$ cat config.mk
export PLATFORM = sky130hd
export DESIGN_NAME = gtc_timer
export DESIGN_NICKNAME = d
export VERILOG_FILES = /design/src/logic/gtc_timer.v
export VERILOG_INCLUDE_DIRS = /design/src /design/src/logic
export SDC_FILE = /design/constraint.sdc
export NUM_CORES = 1
export LEC_CHECK = 0
export BUFFER_PORTS_ARGS = -buffer_cell sky130_fd_sc_hd__buf_2
export CAP_MARGIN = 40
export CELL_PAD_IN_SITES_DETAIL_PLACEMENT = 1
export CELL_PAD_IN_SITES_GLOBAL_PLACEMENT = 1
export CORE_MARGIN = 2
export CORE_UTILIZATION = 38
export DETAILED_ROUTE_END_ITERATION = 7
export PLACE_DENSITY_LB_ADDON = 0.1
export SYNTH_ARGS = -nofsm -noshare
export SYNTH_HDL_FRONTEND = slang
export SYNTH_SLANG_ARGS = --single-unit
$ cat constraint.sdc
create_clock -name clk -period 5.35 [get_ports clk]
set_input_delay 0.535 -clock clk [delete_from_list [all_inputs] [get_ports clk]]
set_output_delay 0.535 -clock clk [all_outputs]
set_load 0.1 [all_outputs]
$ cat src/logic/gtc_timer_map.vh
// Purpose: Named constants for the gated 16-bit timer/counter
// Assumes: Included by gtc_timer.v only
// Notes:   Definitions only
`ifndef GTC_TIMER_MAP_VH
`define GTC_TIMER_MAP_VH

// ----------------------------------------------------------------------------
// Widths
// ----------------------------------------------------------------------------
`define GTC_CNT_W        16
`define GTC_BYTE_W       8
`define GTC_PRE_W        3
`define GTC_PS_W         2
`define GTC_PIN_W        2
`define GTC_VEC_W        16

// ----------------------------------------------------------------------------
// Prescale select encodings
// ----------------------------------------------------------------------------
`define GTC_PS_DIV1      2'h0
`define GTC_PS_DIV2      2'h1
`define GTC_PS_DIV4      2'h2
`define GTC_PS_DIV8      2'h3

// ----------------------------------------------------------------------------
// Prescaler terminal masks
// ----------------------------------------------------------------------------
`define GTC_MASK_DIV1    3'h0
`define GTC_MASK_DIV2    3'h1
`define GTC_MASK_DIV4    3'h3
`define GTC_MASK_DIV8    3'h7

// ----------------------------------------------------------------------------
// Values
// ----------------------------------------------------------------------------
`define GTC_CNT_MAX      16'hFFFF
`define GTC_CNT_RST      16'h0000
`define GTC_CNT_ONE      16'h0001
`define GTC_PRE_RST      3'h0
`define GTC_PRE_ONE      3'h1
`define GTC_VECTOR       16'h0004
`define GTC_VEC_RST      16'h0000
`define GTC_BYTE_RST     8'h00
`define GTC_PIN_ONES     2'h3
`define GTC_PIN_ZEROS    2'h0
`define GTC_LO_MSB       7
`define GTC_HI_LSB       8
`define GTC_HI_MSB       15

`endif

$ cat src/logic/gtc_timer.v
// Purpose: Gated 16-bit up timer/counter with prescaler and overflow flag
// Assumes: One clock; instr_tick marks instruction cycles; all inputs except the external count and crystal inputs synchronous to clk
// Notes:   Control and status bits are plain ports; the crystal cell sits outside
//
// Summary of operation
// - Internal source advances the count once per prescaled group of instruction cycles.
// - Counter mode advances on each rising external edge, after prescaling.
// - First rising external edge counts only after a falling edge was seen.
// - Prescaler divides the input by 1, 2, 4 or 8 per select field.
// - Prescaler is hidden from software and cleared on any count byte write.
// - Writing a count byte immediately replaces that byte of the counter.
// - Source select 0 uses instruction clock; 1 uses the external input.
// - Prescale code 00 divides by 1, 01 by 2, 10 by 4, 11 by 8.
// - Oscillator enable starts the crystal oscillator, which keeps running in sleep.
// - Crystal clocks the counter only with internal or low-power system oscillator.
// - Crystal enabled forces shared pin direction bits to 1, data bits read 0.
// - Sync disable counts the raw input, also in sleep, overflow can wake.
// - Changing sync mode may lose one increment or add one spurious increment.
// - Count byte reads return valid values even with an asynchronous clock.
// - Gate comes from the gate pin or comparator two, chosen by software.
// - Gate source affects counting only while gate enable is set.
// - With timer on, gate enable set counts only while the gate is active.
// - Gate invert picks active-high or active-low sense for either source.
// - Count wraps FFFFh to 0000h and each wrap sets the overflow flag.
// - Interrupt requested only with overflow, peripheral and global enables all set.
// - Overflow flag stays set until software clears it.
// - In sleep only asynchronous counter mode runs; wake needs on and both enables.
// - Overflow wake resumes the core; with global enable it vectors to 0004h.
`include "gtc_timer_map.vh"
`timescale 1ns/1ps
`default_nettype none

module gtc_timer (
    input  wire                     clk,
    input  wire                     reset_n,
    input  wire                     instr_tick,
    input  wire                     external_count_input,
    input  wire                     crystal_clk_in,
    input  wire                     osc_source_ok,
    input  wire                     sleep_mode,
    input  wire                     timer_on,
    input  wire                     clock_source_select,
    input  wire                     sync_disable,
    input  wire [`GTC_PS_W-1:0]     prescale_select,
    input  wire                     crystal_osc_enable,
    input  wire                     gate_enable,
    input  wire                     gate_invert,
    input  wire                     gate_source_select,
    input  wire                     gate_pin,
    input  wire                     comparator_two_output,
    input  wire                     count_low_wr,
    input  wire                     count_high_wr,
    input  wire [`GTC_BYTE_W-1:0]   write_data,
    input  wire                     overflow_flag_clear,
    input  wire                     overflow_irq_enable,
    input  wire                     peripheral_irq_enable,
    input  wire                     global_irq_enable,
    input  wire [`GTC_PIN_W-1:0]    port_dir_in,
    input  wire [`GTC_PIN_W-1:0]    port_data_in,
    output reg  [`GTC_BYTE_W-1:0]   count_low_byte_q,
    output reg  [`GTC_BYTE_W-1:0]   count_high_byte_q,
    output reg                      overflow_flag_q,
    output reg                      irq_request_q,
    output reg                      wake_request_q,
    output reg  [`GTC_VEC_W-1:0]    vector_address_q,
    output reg                      crystal_run_q,
    output reg  [`GTC_PIN_W-1:0]    port_dir_read_q,
    output reg  [`GTC_PIN_W-1:0]    port_data_read_q
);

    // ------------------------------------------------------------------------
    // Decoding helpers
    // ------------------------------------------------------------------------
    function [`GTC_PRE_W-1:0] pre_mask;
        input [`GTC_PS_W-1:0] sel;
        begin
            case (sel)
                `GTC_PS_DIV1: pre_mask = `GTC_MASK_DIV1;
                `GTC_PS_DIV2: pre_mask = `GTC_MASK_DIV2;
                `GTC_PS_DIV4: pre_mask = `GTC_MASK_DIV4;
                `GTC_PS_DIV8: pre_mask = `GTC_MASK_DIV8;
                default:      pre_mask = `GTC_MASK_DIV1;
            endcase
        end
    endfunction

    // Invert set means active high, clear means active low
    function gate_active;
        input src;
        input inv;
        begin
            gate_active = inv ? src : ~src;
        end
    endfunction

    // ------------------------------------------------------------------------
    // Declarations
    // ------------------------------------------------------------------------
    reg  [`GTC_CNT_W-1:0]  count_q;
    reg  [`GTC_CNT_W-1:0]  count_d;
    reg  [`GTC_PRE_W-1:0]  pre_q;
    reg  [`GTC_PRE_W-1:0]  pre_d;
    reg                    sync1_q;
    reg                    sync2_q;
    reg                    sync3_q;
    reg                    raw1_q;
    reg                    raw2_q;
    reg                    armed_q;
    reg                    armed_d;
    reg                    overflow_d;
    reg                    in_tick;
    reg                    count_tick;
    reg                    wrap;

    wire                   crystal_used;
    wire                   ext_source;
    wire                   ext_cur;
    wire                   ext_prev;
    wire                   ext_rise;
    wire                   ext_fall;
    wire                   gate_src;
    wire                   count_enable;
    wire                   sleep_block;
    wire                   irq_chain;

    // ------------------------------------------------------------------------
    // Clock source and edge detection
    // ------------------------------------------------------------------------
    assign crystal_used = crystal_osc_enable & osc_source_ok;
    assign ext_source   = crystal_used ? crystal_clk_in : external_count_input;

    // Two stages before the sync edge detector; stage one feeds stage two only
    always @(posedge clk or negedge reset_n) begin
        if (!reset_n) begin
            sync1_q <= 1'b0;
            sync2_q <= 1'b0;
            sync3_q <= 1'b0;
        end else begin
            sync1_q <= ext_source;
            sync2_q <= sync1_q;
            sync3_q <= sync2_q;
        end
    end

    // Unsynchronized path: a single capture, so it reacts one cycle sooner
    always @(posedge clk or negedge reset_n) begin
        if (!reset_n) begin
            raw1_q <= 1'b0;
            raw2_q <= 1'b0;
        end else begin
            raw1_q <= ext_source;
            raw2_q <= raw1_q;
        end
    end

    // Different path lengths mean a mode switch can drop or add one edge
    assign ext_cur  = sync_disable ? raw1_q : sync2_q;
    assign ext_prev = sync_disable ? raw2_q : sync3_q;
    assign ext_rise = ext_cur & ~ext_prev;
    assign ext_fall = ~ext_cur & ext_prev;

    // ------------------------------------------------------------------------
    // Gate and enable
    // ------------------------------------------------------------------------
    assign gate_src     = gate_source_select ? comparator_two_output : gate_pin;
    assign count_enable = timer_on &
                          (~gate_enable | gate_active(gate_src, gate_invert));
    // Only the unsynchronized external path keeps running in sleep
    assign sleep_block  = sleep_mode & ~(clock_source_select & sync_disable);

    // ------------------------------------------------------------------------
    // Falling-edge arming for counter mode
    // ------------------------------------------------------------------------
    always @* begin
        armed_d = armed_q;
        if (!timer_on || !clock_source_select) begin
            armed_d = 1'b0;
        end else if (ext_fall) begin
            armed_d = 1'b1;
        end
    end

    // ------------------------------------------------------------------------
    // Prescaler and counter
    // ------------------------------------------------------------------------
    always @* begin
        in_tick    = 1'b0;
        count_tick = 1'b0;
        wrap       = 1'b0;
        pre_d      = pre_q;
        count_d    = count_q;
        if (clock_source_select) begin
            in_tick = ext_rise & armed_q;
        end else begin
            in_tick = instr_tick;
        end
        if (count_enable && !sleep_block && in_tick) begin
            if ((pre_q & pre_mask(prescale_select)) == pre_mask(prescale_select)) begin
                pre_d      = `GTC_PRE_RST;
                count_tick = 1'b1;
            end else begin
                pre_d = pre_q + `GTC_PRE_ONE;
            end
        end
        if (count_tick) begin
            wrap    = (count_q == `GTC_CNT_MAX);
            count_d = count_q + `GTC_CNT_ONE;
        end
        // A write wins over a coinciding increment
        if (count_low_wr || count_high_wr) begin
            pre_d = `GTC_PRE_RST;
            wrap  = 1'b0;
            count_d = count_q;
        end
        if (count_low_wr) begin
            count_d[`GTC_LO_MSB:0] = write_data;
        end
        if (count_high_wr) begin
            count_d[`GTC_HI_MSB:`GTC_HI_LSB] = write_data;
        end
    end

    // ------------------------------------------------------------------------
    // Overflow flag and requests
    // ------------------------------------------------------------------------
    always @* begin
        overflow_d = overflow_flag_q;
        if (overflow_flag_clear) begin
            overflow_d = 1'b0;
        end
        if (wrap) begin
            overflow_d = 1'b1;
        end
    end

    assign irq_chain = overflow_flag_q & overflow_irq_enable & peripheral_irq_enable;

    // ------------------------------------------------------------------------
    // State registers
    // ------------------------------------------------------------------------
    always @(posedge clk or negedge reset_n) begin
        if (!reset_n) begin
            count_q         <= `GTC_CNT_RST;
            pre_q           <= `GTC_PRE_RST;
            armed_q         <= 1'b0;
            overflow_flag_q <= 1'b0;
        end else begin
            count_q         <= count_d;
            pre_q           <= pre_d;
            armed_q         <= armed_d;
            overflow_flag_q <= overflow_d;
        end
    end

    // ------------------------------------------------------------------------
    // Registered count outputs
    // ------------------------------------------------------------------------
    always @(posedge clk or negedge reset_n) begin
        if (!reset_n) begin
            count_low_byte_q  <= `GTC_BYTE_RST;
            count_high_byte_q <= `GTC_BYTE_RST;
        end else begin
            // Whole word registered in one edge, so both bytes are coherent
            count_low_byte_q  <= count_d[`GTC_LO_MSB:0];
            count_high_byte_q <= count_d[`GTC_HI_MSB:`GTC_HI_LSB];
        end
    end

    // ------------------------------------------------------------------------
    // Registered requests
    // ------------------------------------------------------------------------
    always @(posedge clk or negedge reset_n) begin
        if (!reset_n) begin
            irq_request_q     <= 1'b0;
            wake_request_q    <= 1'b0;
            vector_address_q  <= `GTC_VEC_RST;
        end else begin
            irq_request_q     <= irq_chain & global_irq_enable;
            // Wake ignores the global enable; the irq request and the vector need it
            wake_request_q    <= irq_chain & timer_on & sleep_mode;
            vector_address_q  <= (irq_chain & global_irq_enable) ? `GTC_VECTOR : `GTC_VEC_RST;
        end
    end

    // ------------------------------------------------------------------------
    // Crystal status and shared pin readback
    // ------------------------------------------------------------------------
    always @(posedge clk or negedge reset_n) begin
        if (!reset_n) begin
            crystal_run_q     <= 1'b0;
            port_dir_read_q   <= `GTC_PIN_ONES;
            port_data_read_q  <= `GTC_PIN_ZEROS;
        end else begin
            crystal_run_q     <= crystal_osc_enable;
            port_dir_read_q   <= crystal_osc_enable ? `GTC_PIN_ONES : port_dir_in;
            port_data_read_q  <= crystal_osc_enable ? `GTC_PIN_ZEROS : port_data_in;
        end
    end

endmodule // gtc_timer

`default_nettype wire

==> run summary <==
The flow ran to the end, and the final reports show no timing, DRC or antenna violations. Dividing total power by cell area gives a power density of 310.0 mW/mm^2. Initial antenna violation count: 0.

The area enclosed by the die boundary came out at 0.005566 sq mm. The starting density of the core was 39.84%; the number of port buffers was 60. After detailed routing, the average wire length per cell comes to 16.49 um.

Counting the fill cells in the layout gives 606. The H-tree was split into 2 levels. Of all nets on the critical path, the largest fanout is 8.

Summed over all nets, the half-perimeter wirelength after detailed placement is 4.138 mm. Once layout is done, the placed cells without fillers occupy 0.002288 sq mm. The run gives 0 as the count of endpoints failing hold in the final timing report.

The tree is rooted in a sky130_fd_sc_hd__clkbuf_8. TritonCTS built the clock tree. The logs give 31 for the number of clock sinks and 0.004755 sq mm for the placeable core region. Cells fill 48.13% of the core in the end. Cells with a size suffix above 1 make up 29.52% of the layout. The number of nets in the layout was 308. The tools report the antenna diode instance count as 0.

The final critical path takes up 45.47% of the cycle. The number of flops mapped to enable cells by yosys works out to 0. The tools report the first-pass GRT wire length as 9.121 mm.

Most common library cell in the layout ignoring fill and taps: sky130_fd_sc_hd__buf_2. The tools report the critical path launch point as raw2_q$_DFF_PN0_. First-pass detailed-route iteration total: 4.

The cell depth of the worst flop-to-flop path works out to 5. The number of global-route vias before repair is 1888, and the arrival time of the worst setup path is 2.62 ns. For this run, the top clock speed supported by timing is 0.4111 GHz. The area added between synthesis and finish came out at 20.81%.

The tools report the nature of the critical path endpoint as a flip-flop. In the routed design, unresolved DRC markers number 0. The tools report the max-cap check violation count as 0. In the global route stage, met3 resource usage came out at 5.149%. The flip-flop and latch count after synthesis is 31. Routability-driven placement finished with a final weighted congestion of 0.7887.

The mapped netlist covers 0.001894 sq mm. The transition at the pin with the smallest max-transition slack is 0.7535 ns, and the overall die width is 74.61 um. The total overflow left after global routing is 0. The count of yosys warnings during synthesis was 0. Summing all flip-flop and latch instances after layout gives 778.2 sq um. Setup violations remaining at the end of the flow were counted as 0.

Post-CTS timing repair inserted 0 buffers for setup. The headroom to the max-slew limit is 49.76%. Using the TritonRoute via totals, the vias-per-cell ratio works out to 5.574.

In the final layout, the multi-input gates occupy 991.0 sq um. In the layout the commonest cells are sky130_fd_sc_hd__buf_2, sky130_fd_sc_hd__dfrtp_1, sky130_fd_sc_hd__nand2_1, sky130_fd_sc_hd__nor2_1, sky130_fd_sc_hd__conb_1. In the final timing run, aggregate negative setup slack is 0 ns.

Once placement completed, the tool counted placed cells totaling 330. Of the synthesized area, sequential elements account for 41.08%. IR analysis of the VDD net gives a maximum drop of 0.0001473 V. The logs give 69 for the detailed router's first-iteration violation count and 0.001006 uW for the leakage dissipation.

Among all flip-flop cells after synthesis, the most frequent one is sky130_fd_sc_hd__dfrtp_1. Entering global routing, the biggest net connects 32 pins. By startpoint and endpoint, the worst setup path is classified as reg -> reg. The run gives 0 as the final number of max-transition violations. In this run the critical register-to-register path is captured at count_high_byte_q[3]$_DFFE_PN0P_.

The synthesized instance count came out at 211. In the global route stage, met2 resource usage came out at 35.79%. The total clock buffers created by CTS was 5. The tools report the reg2reg setup slack as 2.92 ns. Wires add up to 5.574 mm. Once the clock tree was built, the resizer swapped 0 gates to a different size.

For this run, global-route usage on met1 was measured as 28.10%. The count of nets left with antenna violations once routing finished came out at 0. In the synthesized netlist the async set-or-reset flop fraction comes to 100.0%. At the worst endpoint, the required time is 5.54 ns. For the worst-skew pair, the clock arrives at the later sink with an insertion delay of 0.29 ns.

Global routing consumed, over all layers together, 21.59% of the routing resources. The tools report the number of distinct library cells after synthesis as 48. The die outline height is 74.61 um, and the final non-filler cell total is 338. In this run the critical register-to-register path is launched from raw2_q$_DFF_PN0_. The peak-usage layer in the global routing report is met2. Between clock sinks in the finished design, the worst skew comes to 0.006467 ns. STA classifies the critical path startpoint as a flip-flop. The routed design could run at a clock period as short as 2.432 ns. The total number of vias is 1884. The min-delay analysis places its worst path in the category in -> async.

Clock-pin slew was measured on the worst setup and hold paths at 0.07 ns. Row generation in the floorplan step produced 25 rows. The I/O pin total is 76, and the placed standard-cell area is 0.002188 sq mm.

In this run the deepest clock path goes through 2 buffers. Setup repair after global routing left no endpoint under its margin. After synthesis, the mean cell area works out to 8.978 sq um. The number of buffers inserted by hold repair at cts came out at 0.
-- state kept, by name, indices dropped and copies added (netlist names), 2 cells and up --
name,cells
port_dir_read_q,2
pre_q,3
port_data_read_q,2
count_high_byte_q,8
count_low_byte_q,7
-- critical path, cell delays in order, from the launching register on --
cell and delay, ns:
sky130_fd_sc_hd__dfrtp_1 0.42, sky130_fd_sc_hd__inv_2 0.06, sky130_fd_sc_hd__o311a_4 0.39, sky130_fd_sc_hd__or4_1 0.66
sky130_fd_sc_hd__or4_4 0.56, sky130_fd_sc_hd__a221oi_2 0.24
-- where the power goes --
group | internal, uW | switching, uW | total [uW] | leakage (uW)
clock network | 117 | 87.9 | 205 | 0.0000515
logic | 40.4 | 195 | 235 | 0.000582
registers | 250 | 18.7 | 269 | 0.000373
total | 408 | 302 | 709 | 0.00101
-- through the flow --
step	hold slack, ns	total power, uW	worst slack (ns)
after floorplan	0.2394	464.6	2.853
after global placement	0.4164	505.2	2.742
after detailed placement	0.4303	507.6	2.712
after CTS	0.3335	715.7	2.935
after global routing	0.3616	739.5	2.854
final	0.2933	709.4	2.918
-- synthesized netlist by cell type, types with 4 or more instances --
library cell / number / area share, %
sky130_fd_sc_hd__dfrtp_1: 29 / 38
sky130_fd_sc_hd__a31oi_1: 9 / 3.0
sky130_fd_sc_hd__clkbuf_1: 6 / 1.2
sky130_fd_sc_hd__inv_1: 6 / 1.2
sky130_fd_sc_hd__or3_1: 4 / 1.3
sky130_fd_sc_hd__nand2_1: 23 / 4.6
sky130_fd_sc_hd__nand4_1: 10 / 3.3
sky130_fd_sc_hd__buf_4: 16 / 6.3
sky130_fd_sc_hd__nor2b_1: 5 / 1.7
sky130_fd_sc_hd__nor2_1: 18 / 3.6
sky130_fd_sc_hd__nand3_1: 6 / 1.6
sky130_fd_sc_hd__nand2b_1: 4 / 1.3
sky130_fd_sc_hd__or4_1: 11 / 4.4
sky130_fd_sc_hd__nor4_1: 5 / 1.7
sky130_fd_sc_hd__o31ai_1: 8 / 3.2
-- worst max path at each step --
stage | endpoint | slack, ns
final | count_high_byte_q[3]$_DFFE_PN0P_ | 2.92
after global routing | count_high_byte_q[3]$_DFFE_PN0P_ | 2.85
after CTS | count_high_byte_q[3]$_DFFE_PN0P_ | 2.93
after detailed placement | count_high_byte_q[3]$_DFFE_PN0P_ | 2.71
after global placement | count_high_byte_q[3]$_DFFE_PN0P_ | 2.74
after floorplan | count_low_byte_q[6]$_DFFE_PN0P_ | 2.85
-- cell families after synthesis --
family	Yosys count	synth area share, %
compound gates	43	17.77
fa+ha+maj	2	1.321
buf+inv	31	9.379
flops	31	41.08
mux	3	1.651
other cells	1	0.1980
simple gates	100	28.60
-- layer usage --
layer | part of all wire, % | routed length [um]
met5 | 0 | 0
met4 | 1.4 | 76
met3 | 6.1 | 338
met2 | 47 | 2629
met1 | 45 | 2530
-- final cells by class --
| class | instances | share of cell area [%] |
|---|---|---|
| inverters | 8 | 1.312 |
| repair buffers | 61 | 13.34 |
| multi-input cells | 163 | 43.30 |
| well taps | 67 | 3.663 |
| flip-flops and latches | 31 | 34.01 |
| clock buffers | 8 | 4.374 |
Note: power is estimated with default switching activity, not from simulation.
